File: config.mk
export PLATFORM = sky130hd
export DESIGN_NAME = rrs_top
export DESIGN_NICKNAME = d
export VERILOG_FILES = /design/src/design/rrs_pkg.sv /design/src/design/rrs_clk_div.sv /design/src/design/rrs_top.sv
export VERILOG_INCLUDE_DIRS = /design/src /design/src/design
export SDC_FILE = /design/constraint.sdc
export NUM_CORES = 1
export LEC_CHECK = 0
export ABC_CLOCK_PERIOD_IN_PS = 5000
export BUFFER_PORTS_ARGS = -buffer_cell sky130_fd_sc_hd__buf_4
export CAP_MARGIN = 20
export CELL_PAD_IN_SITES_DETAIL_PLACEMENT = 1
export CELL_PAD_IN_SITES_GLOBAL_PLACEMENT = 2
export CORE_MARGIN = 8
export CORE_UTILIZATION = 43
export DETAILED_ROUTE_END_ITERATION = 8
export PLACE_DENSITY = 0.85
export REMOVE_ABC_BUFFERS = 1
export SKIP_LAST_GASP = 1
export SLEW_MARGIN = 10
export SYNTH_ARGS = -nofsm -noshare
export SYNTH_HDL_FRONTEND = slang
export SYNTH_SLANG_ARGS = --single-unit
export TNS_END_PERCENT = 100
File: constraint.sdc
create_clock -name mclk -period 5 [get_ports mclk]
set_input_delay 0.25 -clock mclk [delete_from_list [all_inputs] [get_ports mclk]]
set_output_delay 0.25 -clock mclk [all_outputs]
set_load 0.02 [all_outputs]
File: src/design/rrs_defs.svh
// constants of the reset release sequencer
`ifndef RRS_DEFS_SVH
`define RRS_DEFS_SVH

// ----------------------------------------------------------------------------
// timing
// ----------------------------------------------------------------------------
`define RRS_CLK_MHZ 100
`define RRS_EXT_CYCLES 16070
`define RRS_HOLD_MIN_US 250
`define RRS_HOLD_MIN_CYCLES (`RRS_HOLD_MIN_US * `RRS_CLK_MHZ)
`define RRS_MEM_DIV 6
`define RRS_CNT_W 16

// ----------------------------------------------------------------------------
// reset values and pin positions
// ----------------------------------------------------------------------------
`define RRS_PIN_RST 0
`define RRS_PIN_ECLK 1
`define RRS_PIN_STRAP0 2
`define RRS_PIN_STRAP1 3
`define RRS_PIN_ESEL 4
`define RRS_NPINS 5
`define RRS_PLL_MULT_RST 2'h0

`endif

File: src/design/rrs_pkg.sv
// types of the reset release sequencer
package rrs_pkg;

  typedef enum logic [2:0]
  {
    RRS_ST_HOLD = 3'h1,
    RRS_ST_EXTEND = 3'h2,
    RRS_ST_RUN = 3'h4
  } rrs_state_t;

  typedef struct packed
  {
    logic timer;
    logic serial;
    logic mem_port;
  } rrs_tick_t;

  typedef struct packed
  {
    logic s1;
    logic s2;
    logic s3;
    logic filt;
  } rrs_sync_t;

  // three-flop synchroniser; the level is taken once stages two and three agree
  function automatic rrs_sync_t rrs_sync_step(input rrs_sync_t cur, input logic pin);
    rrs_sync_t nxt;
    nxt.s1 = pin;
    nxt.s2 = cur.s1;
    nxt.s3 = cur.s2;
    nxt.filt = (cur.s2 == cur.s3) ? cur.s3 : cur.filt;
    return nxt;
  endfunction

endpackage

File: src/design/rrs_clk_div.sv
// integer divider producing a one-cycle tick every div cycles
`timescale 1ns/1ns
module rrs_clk_div
  import rrs_pkg::*;
#(
  parameter int W = 8
)
(
  // clock and reset
  input wire logic mclk,
  input wire logic sys_rst,
  // control
  input wire logic clear,
  input wire logic [W-1:0] div,
  // tick
  output logic tick_reg
);

  generate
    if (W < 1 || W > 16)
    begin : g_chk
      $error("rrs_clk_div: W out of range");
    end
  endgenerate

  logic [W-1:0] cnt_reg;
  logic [W-1:0] cnt_next;
  wire [W-1:0] lim = (div <= W'(1)) ? '0 : div - W'(1);
  wire at_lim = (cnt_reg >= lim);

  assign cnt_next = (clear || at_lim) ? '0 : cnt_reg + W'(1);

  always_ff @(posedge mclk or posedge sys_rst)
  begin
    if (sys_rst)
    begin
      cnt_reg <= '0;
      tick_reg <= 1'b0;
    end
    else
    begin
      cnt_reg <= cnt_next;
      tick_reg <= !clear && at_lim;
    end
  end
endmodule

File: src/design/rrs_top.sv
// reset release sequencer: core reset extension, PLL reset and peripheral clock ticks
`timescale 1ns/1ns
`include "rrs_defs.svh"
module rrs_top
  import rrs_pkg::*;
#(
  parameter int EXT_CYCLES = `RRS_EXT_CYCLES,
  parameter int HOLD_MIN_CYCLES = `RRS_HOLD_MIN_CYCLES,
  parameter int DIV_W = 8
)
(
  // clock and reset
  input wire logic mclk,
  input wire logic sys_rst,
  // board pins
  input wire logic rst_pin_n,
  input wire logic [1:0] pll_multiplier_select,
  input wire logic mem_port_ext_clock_in,
  input wire logic mem_ext_clk_sel,
  // peripheral divider factor
  input wire logic [DIV_W-1:0] periph_div_sel,
  // reset outputs
  output logic core_rst,
  output logic pll_rst,
  output logic short_reset,
  output logic [1:0] pll_mult,
  // peripheral ticks
  output rrs_tick_t ticks
);

  // --------------------------------------------------------------------------
  // elaboration checks
  // --------------------------------------------------------------------------
  generate
    // the release assertions watch eight cycles of extension
    if (EXT_CYCLES < 8 || EXT_CYCLES > 65535)
    begin : g_chk_ext
      $error("rrs_top: EXT_CYCLES out of range");
    end
    if (HOLD_MIN_CYCLES < 1 || HOLD_MIN_CYCLES > 65535)
    begin : g_chk_hold
      $error("rrs_top: HOLD_MIN_CYCLES out of range");
    end
    if (DIV_W < 3 || DIV_W > 16)
    begin : g_chk_div
      $error("rrs_top: DIV_W out of range");
    end
  endgenerate

  localparam logic [`RRS_CNT_W-1:0] EXT_LAST = `RRS_CNT_W'(EXT_CYCLES - 1);
  localparam logic [`RRS_CNT_W-1:0] HOLD_LAST = `RRS_CNT_W'(HOLD_MIN_CYCLES - 1);
  localparam logic [DIV_W-1:0] MEM_DIV = DIV_W'(`RRS_MEM_DIV);

  // --------------------------------------------------------------------------
  // pin synchronisers
  // --------------------------------------------------------------------------
  rrs_sync_t sync_reg [`RRS_NPINS];
  wire [`RRS_NPINS-1:0] pin_vec;

  assign pin_vec[`RRS_PIN_RST] = rst_pin_n;
  assign pin_vec[`RRS_PIN_ECLK] = mem_port_ext_clock_in;
  assign pin_vec[`RRS_PIN_STRAP0] = pll_multiplier_select[0];
  assign pin_vec[`RRS_PIN_STRAP1] = pll_multiplier_select[1];
  assign pin_vec[`RRS_PIN_ESEL] = mem_ext_clk_sel;

  always_ff @(posedge mclk or posedge sys_rst)
  begin
    if (sys_rst)
    begin
      for (int i = 0; i < `RRS_NPINS; i++)
      begin
        sync_reg[i] <= '0;
      end
    end
    else
    begin
      for (int i = 0; i < `RRS_NPINS; i++)
      begin
        sync_reg[i] <= rrs_sync_step(sync_reg[i], pin_vec[i]);
      end
    end
  end

  // filtered levels; the reset pin reads as asserted until it is seen high
  wire rst_act = !sync_reg[`RRS_PIN_RST].filt;
  wire eclk_lvl = sync_reg[`RRS_PIN_ECLK].filt;
  wire ext_sel = sync_reg[`RRS_PIN_ESEL].filt;
  wire [1:0] strap_now = {sync_reg[`RRS_PIN_STRAP1].filt, sync_reg[`RRS_PIN_STRAP0].filt};

  // --------------------------------------------------------------------------
  // reset sequencer
  // --------------------------------------------------------------------------
  rrs_state_t state_reg;
  rrs_state_t state_next;
  logic [`RRS_CNT_W-1:0] ext_cnt_reg;
  logic [`RRS_CNT_W-1:0] ext_cnt_next;
  logic [`RRS_CNT_W-1:0] hold_cnt_reg;
  logic [`RRS_CNT_W-1:0] hold_cnt_next;
  logic short_next;
  logic [1:0] pll_mult_next;
  logic core_rst_next;
  logic pll_rst_next;

  wire in_hold = (state_reg == RRS_ST_HOLD);
  wire in_ext = (state_reg == RRS_ST_EXTEND);
  wire ext_done = (ext_cnt_reg == EXT_LAST);
  wire hold_full = (hold_cnt_reg >= HOLD_LAST);
  wire releasing = in_hold && !rst_act;

  always_comb
  begin
    state_next = state_reg;
    case (state_reg)
      RRS_ST_HOLD:
        if (!rst_act)
          state_next = RRS_ST_EXTEND;
      RRS_ST_EXTEND:
        if (rst_act)
          state_next = RRS_ST_HOLD;
        else if (ext_done)
          state_next = RRS_ST_RUN;
      RRS_ST_RUN:
        if (rst_act)
          state_next = RRS_ST_HOLD;
      default:
        state_next = RRS_ST_HOLD;
    endcase
  end

  // extension counter restarts from zero on any new reset
  assign ext_cnt_next = (in_ext && !rst_act) ? ext_cnt_reg + `RRS_CNT_W'(1) : '0;
  assign hold_cnt_next = !in_hold ? '0 :
    (hold_full ? hold_cnt_reg : hold_cnt_reg + `RRS_CNT_W'(1));
  // a pulse too short for the PLL to settle is flagged at release
  assign short_next = releasing ? !hold_full : short_reset;
  assign pll_mult_next = releasing ? strap_now : pll_mult;
  assign core_rst_next = (state_next != RRS_ST_RUN);
  assign pll_rst_next = (state_next == RRS_ST_HOLD);

  always_ff @(posedge mclk or posedge sys_rst)
  begin
    if (sys_rst)
    begin
      state_reg <= RRS_ST_HOLD;
      ext_cnt_reg <= '0;
      hold_cnt_reg <= '0;
      short_reset <= 1'b0;
      pll_mult <= `RRS_PLL_MULT_RST;
      core_rst <= 1'b1;
      pll_rst <= 1'b1;
    end
    else
    begin
      state_reg <= state_next;
      ext_cnt_reg <= ext_cnt_next;
      hold_cnt_reg <= hold_cnt_next;
      short_reset <= short_next;
      pll_mult <= pll_mult_next;
      core_rst <= core_rst_next;
      pll_rst <= pll_rst_next;
    end
  end

  // --------------------------------------------------------------------------
  // peripheral clock ticks
  // --------------------------------------------------------------------------
  logic periph_tick;
  logic mem_div_tick;
  logic eclk_prev_reg;
  rrs_tick_t ticks_next;

  rrs_clk_div #(.W(DIV_W)) u_periph_div
  (
    .mclk(mclk),
    .sys_rst(sys_rst),
    .clear(core_rst),
    .div(periph_div_sel),
    .tick_reg(periph_tick)
  );

  rrs_clk_div #(.W(DIV_W)) u_mem_div
  (
    .mclk(mclk),
    .sys_rst(sys_rst),
    .clear(core_rst),
    .div(MEM_DIV),
    .tick_reg(mem_div_tick)
  );

  wire eclk_rise = eclk_lvl && !eclk_prev_reg;

  assign ticks_next.timer = !core_rst && periph_tick;
  assign ticks_next.serial = !core_rst && periph_tick;
  // external memory clock takes over whenever selected, whatever the CPU rate
  assign ticks_next.mem_port = !core_rst && (ext_sel ? eclk_rise : mem_div_tick);

  always_ff @(posedge mclk or posedge sys_rst)
  begin
    if (sys_rst)
    begin
      eclk_prev_reg <= 1'b0;
      ticks <= '0;
    end
    else
    begin
      eclk_prev_reg <= eclk_lvl;
      ticks <= ticks_next;
    end
  end
endmodule

# == Yosys cells after proc, flatten, opt, wreduce, memory -nomap -nowiden ==
# Index checks and enable logic that the tools add are counted.
# W data, S select, Z words.
# totals
inputBits,15
out_inout_bits,8
ff_bits,81
wordCells,79
# classes
mux,12
n_addsub,5
eq_ne,12
reduce_logical,12
magnitude_cmp,4
# op_table
operator,n
$mux W16,3
$add A16 B1 Y16 const B,2
$mux W8,3
$add A8 B1 Y8 const B,2
$eq A16 B14 Y1 const B,1
$ge A16 B15 Y1 const B,1
$mux W3,4
$pmux W3 S3,1
$ge A8 B3 Y1 const B,1
$ge A8 B8 Y1,1
$le A8 B1 Y1 const B,1
$sub A8 B1 Y8 const B,1
$logic_and A1 B1 Y1,7
$eq A3 B1 Y1 const B,2
$eq A1 B1 Y1,5
$eq A3 B2 Y1 const B,1
$eq A3 B3 Y1 const B,1
$logic_not A1 Y1,3
$ne A3 B3 Y1 const B,1
$logic_or A1 B1 Y1,2
$ne A2 B2 Y1 const B,1
$mux W1,1

# == Depth between registers and ports, before layout ==
# Gate-level depths: netlist of the first run.
# logic_depth
word_depth,5
ltp_mapped,10
mapped_depth_nobuf,10

# == Cells and area by module ==
# From an unflattened synthesis of the first run, not the netlist that was laid out.
# hier_totals
cells_unflattened,398
area_unflattened_um2,4231.6
# modules_own_cells
module,area_per_inst_um2,cells_each,n_inst
rrs_top,2678.8,232,1
rrs_clk_div at u_periph_div,805.8,84,1
rrs_clk_div at u_mem_div,747.0,82,1

# == Worst setup path after synthesis of the first run ==
# Ideal clock, no wire load.
# synth_timing
path_kind,input to register
startpoint,input periph_div_sel[0]
endpoint,register u_periph_div.cnt_reg[2]
arrival_time_ns,2.222
setup_slack_ns,2.703
path_buffers,0
cell_stages,9
setup_ns,0.074
required_ns,4.926
cell_sequence,inv_1 ha_1 o2111ai_1 nand2_1 ha_1 and4_1 a2111oi_0 o31ai_1 nor2_1
# synth_via
elab_chain_cells,5
word_cells_on_any_way,6
classes_between,add/sub: 1; order compare: 2; mux: 2; reduce/logical: 1
# synth_rtl
item,line,rtl
"start, declared",rrs_top.sv:21,"input wire logic [DIV_W-1:0] periph_div_sel,"
$sub A8 B1 Y8 or $le A8 B1 Y1 (tied branches),rrs_clk_div.sv:28,wire [W-1:0] lim = (div <= W'(1)) ? '0 : div - W'(1);
$mux W8 (*),rrs_clk_div.sv:28,
$ge A8 B8 Y1 (*),rrs_clk_div.sv:29,wire at_lim = (cnt_reg >= lim);
$logic_or A1 B1 Y1 (*),rrs_clk_div.sv:31,assign cnt_next = (clear || at_lim) ? '0 : cnt_reg + W'(1);
$mux W8 (*),rrs_clk_div.sv:31,
via u_periph_div.cnt_next[2],rrs_clk_div.sv:27,logic [W-1:0] cnt_next;
"end signal, assigned",rrs_clk_div.sv:42,cnt_reg <= cnt_next;
"end, declared",rrs_clk_div.sv:26,logic [W-1:0] cnt_reg;
# The timed path passes the listed nets; every way through them passes the cells marked *.
# A chain may end at the register's enable or synchronous reset.

# == Worst setup path after layout of the first run ==
# layout_timing
startpoint,input periph_div_sel[0]
endpoint,register u_periph_div.cnt_reg[5]
# The elaborated chain is that of the path after synthesis.

==> results of run 1 <==
## routing by layer
layer / track usage / routed length (um) / vias up
met3: 0.02462 / 187 / 7
met4: 0.06750 / 85 / 0
met5: 0 / 0 / -
met2: 0.2304 / 3746 / 17
met1: 0.1831 / 3672 / 1308
li1: - / - / 1298
## cells in the final DEF (no fill, tap or decap), types with 3 or more instances in the layout
| master | n |
|---|---|
| conb_1 | 4 |
| nand4_1 | 10 |
| mux2i_1 | 7 |
| clkbuf_8 | 9 |
| nand3b_1 | 4 |
| and3_1 | 7 |
| buf_4 | 23 |
| dfstp_2 | 3 |
| ha_1 | 17 |
| a21oi_1 | 9 |
| nand3_1 | 18 |
| nand2_1 | 28 |
| inv_1 | 12 |
| dlygate4sd3_1 | 6 |
| or4_1 | 4 |
| nor2_1 | 39 |
| nand2b_1 | 8 |
| o21ai_0 | 6 |
| xor2_1 | 16 |
| nor3_1 | 5 |
| xnor2_1 | 10 |
| a211oi_1 | 3 |
| or3_1 | 6 |
| maj3_1 | 5 |
| a31oi_1 | 3 |
| o31ai_1 | 4 |
| nor4_1 | 3 |
| dfrtp_1 | 78 |
| a41o_1 | 3 |
## critical path, cell delays in order
cell,delay [ns]
buf_4,0.10
inv_1,0.05
ha_1,0.23
o2111ai_1,0.46
nand2_1,0.11
ha_1,0.35
and4_1,0.18
a2111oi_0,0.57
o31ai_1,0.35
nor2_1,0.19
## timing repair
item,4_1_cts,5_1_grt
resized for setup,0,0
endpoints found under the hold margin,5,13
hold buffers,5,1
endpoints found under the setup margin,0,0
## power by group
group          internal, mW  switching, mW
clock network         0.192          0.266
registers             0.701         0.0365
logic                0.0812          0.120
## synthesized netlist by cell type (2+ instances only)
library cell,n,area (um2)
o211ai_1,2,15.01
and4_1,2,17.52
nor3_1,5,25.02
clkbuf_1,5,18.77
buf_4,2,15.01
nand2b_1,8,50.05
mux2i_1,7,70.07
a21oi_1,9,45.04
maj3_1,5,50.05
inv_1,13,48.80
nand4_1,10,62.56
or3_1,6,37.54
o31ai_1,4,30.03
a211oi_1,3,22.52
nand3_1,18,90.09
ha_1,17,212.7
nor4_1,3,18.77
xor2_1,16,140.1
or4_1,4,30.03
dfrtp_1,78,1952
nand2_1,28,105.1
a41o_1,3,30.03
dfstp_2,3,78.83
and3_1,7,43.79
a31oi_1,3,18.77
xnor2_1,10,87.58
and2_1,2,12.51
a2111oi_0,2,17.52
nand3b_1,4,30.03
mux2_1,2,22.52
o21ai_0,6,30.03
nor2_1,39,146.4
## final timing paths
path,endpoint,slack (ns),cells past startpoint,startpoint
worst min register to register,sync_reg[10]$_DFF_PP0_,0.36,0,sync_reg[11]$_DFF_PP0_
worst max register to register,pll_mult[0]$_DFFE_PP0P_,2.76,3,state_reg[0]$_DFF_PP1_
worst min-delay path,sync_reg[10]$_DFF_PP0_,0.36,0,sync_reg[11]$_DFF_PP0_
min in group asynchronous,u_periph_div.cnt_reg[6]$_DFF_PP0_,0.45,4,sys_rst
max in group asynchronous,core_rst$_DFF_PP1_,3.91,5,sys_rst
worst max-delay path,u_periph_div.cnt_reg[5]$_DFF_PP0_,2.43,10,periph_div_sel[0]
## kinds of logic after synthesis
family                     count (synthesis)  share of synthesized area
and+or+nand+nor                          148                     0.2079
other                                      1                  0.0009937
xor gates and xnor gates                  26                    0.06034
AOI/OAI and AO/OA                         40                    0.07427
muxes                                      9                    0.02454
DFF                                       81                     0.5381
adders and majority gates                 22                    0.06963
buffers and inverters                     22                    0.02420
## through the flow
| stage | power, mW | cells | cell area, um2 | util |
|---|---|---|---|---|
| after detailed placement | 0.9514 | 475 | 4055 | 0.4696 |
| after CTS | 1.414 | 496 | 4292 | 0.4970 |
| after floorplan | 0.8669 | 344 | 3746 | - |
| after global placement | 0.9388 | 475 | 4055 | 0.4696 |
| after global routing | 1.471 | 498 | 4329 | 0.5013 |
| final | 1.397 | 498 | 4329 | 0.5013 |
## final cells by class
class / count / area [um2] / share of cell area
clock buffers: 9 / 123.9 / 0.02861
well taps: 108 / 135.1 / 0.03121
inverters: 14 / 53.80 / 0.01243
clock inverters: 7 / 62.56 / 0.01445
repair buffers: 30 / 260.3 / 0.06012
flip-flops and latches: 81 / 2031 / 0.4691
multi-input cells: 249 / 1663 / 0.3841
==> impl_metrics.py, run 1 <==
metrics = {
    "finish": {
        "diodes": 0,
        "nets": 417,
        "fillCellCount": 948,
        "drive_gt1_frac": 0.1308,
        "synthToLayoutAreaGrowth_pct": 14.72,
    },
    "power": {
        "ir_worst_vdd_uv": 146.5,
        "powerDensity_mw_per_mm2": 322.6,
        "p_leak_nw": 1.925,
    },
    "timing": {
        "clock_skew_ns": 0.009868,
        "hold_slack_ns": 0.3562,
        "slew_viol_final": 0,
        "slew_headroom": 0.3619,
        "rsz0062_at_grt": "no",
        "setup_viol": 0,
        "period_minus_slack_ns": 2.567,
        "hold_viol_final": 0,
        "tns_ns": 0,
        "period_share": 0.5134,
        "worst_pin_slew_ns": 0.9530,
        "fin_ws_ns": 2.433,
        "max_freq_ghz": 0.3896,
    },
    "cts": {
        "cts_root_buffer": "clkbuf_8",
        "cts_buffers": 9,
        "cts_buffer_depth": 2,
        "cts_sinks": 81,
        "cts_tree": "yes",
        "post_cts_buffers": 0,
        "h-tree-depth": 3,
        "cts.reportedPaths.clkPinSlew_ns": 0.08,
        "insertion_delay_ns": 0.35,
    },
    "routing": {
        "vias": 2630,
        "ant_nets": 0,
        "drt_iter0_drc": 59,
        "drtPass1Iterations": 4,
        "wirelength_mm": 7.692,
        "vias_per_cell": 5.281,
        "route.detailed.drc": 0,
        "routedWlPerCell_um": 15.45,
    },
    "setup_path": {
        "path_class": "in2reg",
        "crit_fanout": 7,
        "arrival_ns": 2.84,
        "endpoint_kind": "register",
        "startpoint_type": "primary input",
        "critPathRequiredTime_ns": 5.27,
    },
    "grt": {
        "grt-ovfl-total": 0,
        "first_global_vias": 2853,
        "grt_max_degree": 82,
        "grt.total_usage": 0.1429,
        "grt_pass1_wl_mm": 13.71,
        "antenna_found_initial": 0,
    },
    "logic_synthesis": {
        "async_flop_share": 1.000,
        "yosys_warnings": 0,
        "yosysSeqAreaShare": 0.5381,
        "netlist_instances": 349,
        "ys_seq_elements": 81,
        "ys_types": 55,
        "synth-edff-count": 0,
        "synth.avg_cell_area_um2": 10.81,
        "synthesis.area_mm2": 0.003774,
        "ys.flop_type": "dfrtp_1",
    },
    "placed_design": {
        "gp_congestion": 0.7628,
        "post-place-ws_ns": 2.025,
        "portBuffers": 22,
        "dp_hpwl_mm": 5.387,
    },
    "worst_hold_path": {
        "hp-class": "reg2reg",
    },
    "floorplanning": {
        "die_w_um": 109.7,
        "row_count": 34,
        "core-area_mm2": 0.008636,
        "pin_count": 23,
        "die_y_um": 109.7,
        "die_area_mm2": 0.01203,
        "start_util": 0.4370,
    },
    "job": {
        "drv_cap": 0,
    },
    "status": {
        "status": "completed",
    },
}
Power figures use the tool's default switching activity.
==> run 2, diff against run 1 <==
--- a/config.mk
+++ b/config.mk
@@ -6,15 +6,15 @@
 export SDC_FILE = /design/constraint.sdc
 export NUM_CORES = 1
 export LEC_CHECK = 0
-export ABC_CLOCK_PERIOD_IN_PS = 5000
+export ABC_CLOCK_PERIOD_IN_PS = 2700
 export BUFFER_PORTS_ARGS = -buffer_cell sky130_fd_sc_hd__buf_4
 export CAP_MARGIN = 20
 export CELL_PAD_IN_SITES_DETAIL_PLACEMENT = 1
 export CELL_PAD_IN_SITES_GLOBAL_PLACEMENT = 2
 export CORE_MARGIN = 8
-export CORE_UTILIZATION = 43
+export CORE_UTILIZATION = 40
 export DETAILED_ROUTE_END_ITERATION = 8
-export PLACE_DENSITY = 0.85
+export PLACE_DENSITY = 0.8
 export REMOVE_ABC_BUFFERS = 1
 export SKIP_LAST_GASP = 1
 export SLEW_MARGIN = 10
==> constraint.sdc (replaced) <==
create_clock -name mclk -period 2.7 [get_ports mclk]
set_input_delay 0.135 -clock mclk [delete_from_list [all_inputs] [get_ports mclk]]
set_output_delay 0.135 -clock mclk [all_outputs]
set_load 0.02 [all_outputs]
==> run 2 against run 1 <==
  * Sequential share of layout area decreased by 0.52 points
  * First-iteration DRC count grew 15%
  * Sequential power rose by 84%
  * Critical path depth is the same
  * Routed wire length is 3.7% lower
  * Clock power rose by 120%
  * Power increased by 97%
  * Clock skew down 0.00052 ns
==> impl_metrics.py, run 2 (synthesized netlist as in run 1, its figures left out) <==
metrics = {
    "finish": {
        "layout_common_cells": "dfrtp_1 (78), nor2_1 (39), nand2_1 (28)",
        "fin_cells": 502,
        "final_common_cell": "dfrtp_1",
        "diodes": 0,
        "finish.utilization": 0.4761,
        "final_area_mm2": 0.004378,
        "drive_gt1_frac": 0.1330,
        "synthToLayoutAreaGrowth_pct": 16.01,
        "nets": 418,
        "fillCellCount": 1033,
    },
    "cts": {
        "cts_buffer_depth": 2,
        "post_cts_buffers": 0,
        "cts_tree": "yes",
        "cts_root_buffer": "clkbuf_8",
        "h-tree-depth": 3,
        "cts.reportedPaths.clkPinSlew_ns": 0.09,
        "insertion_delay_ns": 0.35,
        "cts_buffers": 9,
        "cts_sinks": 81,
    },
    "floorplanning": {
        "pin_count": 23,
        "die_y_um": 113.1,
        "die_area_mm2": 0.01280,
        "die_w_um": 113.1,
        "row_count": 35,
        "start_util": 0.4103,
        "core-area_mm2": 0.009196,
    },
    "timing": {
        "tns_ns": 0,
        "setup_viol": 0,
        "hold_slack_ns": 0.3573,
        "slew_headroom": 0.4053,
        "max_freq_ghz": 0.4237,
        "period_minus_slack_ns": 2.360,
        "rsz0062_at_grt": "no",
        "slew_viol_final": 0,
        "fin_ws_ns": 0.3399,
        "period_share": 0.8741,
        "clock_skew_ns": 0.009347,
        "worst_pin_slew_ns": 0.8845,
        "hold_viol_final": 0,
    },
    "setup_path": {
        "critPathRequiredTime_ns": 2.97,
        "crit_fanout": 7,
        "reg2reg_slack_ns": 0.64,
        "path_class": "in2reg",
        "path_cells": "buf_4, inv_1, ha_1, o2111ai_1, nand2_1, ha_1, and4_1, a2111oi_1, o31ai_1, nor2_1",
        "cp_slowest_cell": "a2111oi_1",
        "reg2reg_depth": 6,
        "critPathMaxStageDelay_ns": 0.49,
        "endpoint_kind": "register",
        "startpoint_type": "primary input",
        "timing.rr.end": "u_periph_div.cnt_reg[5]$_DFF_PP0_",
        "cpMostUsedCell": "ha_1",
        "arrival_ns": 2.63,
        "reg2reg_from": "u_periph_div.cnt_reg[0]$_DFF_PP0_",
        "cp-startpoint": "periph_div_sel[0]",
    },
    "placed_design": {
        "gp_congestion": 0.7172,
        "dpl.cell_count": 480,
        "post-place-ws_ns": -0.1527,
        "placed_area_mm2": 0.004086,
        "portBuffers": 22,
        "dp_hpwl_mm": 5.304,
    },
    "power": {
        "ir_worst_vdd_uv": 383.7,
        "p_total_mw": 2.753,
        "powerDensity_mw_per_mm2": 628.8,
        "p_leak_nw": 1.944,
    },
    "worst_hold_path": {
        "hold_depth": 0,
        "hp-start": "sync_reg[11]$_DFF_PP0_",
        "hold_path_end": "sync_reg[10]$_DFF_PP0_",
        "hp-class": "reg2reg",
    },
    "grt": {
        "first_global_vias": 2904,
        "grt_pass1_wl_mm": 13.39,
        "antenna_found_initial": 0,
        "grt_max_degree": 44,
        "grt-ovfl-total": 0,
        "grt.total_usage": 0.1272,
    },
    "routing": {
        "drtPass1Iterations": 4,
        "wirelength_mm": 7.411,
        "ant_nets": 0,
        "drt_iter0_drc": 68,
        "vias_per_cell": 5.305,
        "routedWlPerCell_um": 14.76,
        "vias": 2663,
        "route.detailed.drc": 0,
    },
    "job": {
        "drv_cap": 0,
    },
    "status": {
        "status": "completed",
    },
}
run 2: repair_timing:
item                       4_1_cts  5_1_grt
hold endpoints to repair        41        0
gates resized for setup          0        1
hold buffers                     6        0
setup endpoints to repair        0        7
run 2: worst max path at each step:
stage,cells past startpoint,slack (ns),to
5_1_grt,10,0.07,u_periph_div.cnt_reg[5]$_DFF_PP0_
4_1_cts,10,0.20,u_periph_div.cnt_reg[3]$_DFF_PP0_
3_3_place_gp,10,0.04,u_periph_div.cnt_reg[7]$_DFF_PP0_
3_5_place_dp,10,-0.15,u_periph_div.cnt_reg[3]$_DFF_PP0_
6_report,10,0.34,u_periph_div.cnt_reg[5]$_DFF_PP0_
2_1_floorplan,1,0.49,eclk_lvl$_DFFE_PP0N_
run 2: area by class of cell:
cell class                 instances  area (um2)  area share
clock inverter                     7       106.4     0.02429
multi-input combinational        249        1664      0.3801
tap                              111       138.9     0.03172
timing repair buffer              31       260.3     0.05945
sequential                        81        2031      0.4638
clock buffer                       9       123.9     0.02829
inverter                          14       53.80     0.01229
run 2: worst max-delay path: cells and delay by family:
kind	cells	cell delay (ns)
fa+ha+maj	2	0.58
compound gates	3	1.29
simple gates	3	0.48
buf+inv	2	0.14
run 2: power by group:
group / total, mW / switching (mW) / internal, mW
sequential: 1.36 / 0.0623 / 1.30
combinational: 0.375 / 0.217 / 0.157
clock: 1.02 / 0.478 / 0.539
run 2: routing by layer:
layer	vias to the layer above	share of wire	global-route usage
met2	15	0.50	0.2147
met1	1337	0.47	0.1588
li1	1303	-	-
met5	-	0	0
met3	8	0.015	0.02290
met4	0	0.013	0.04796
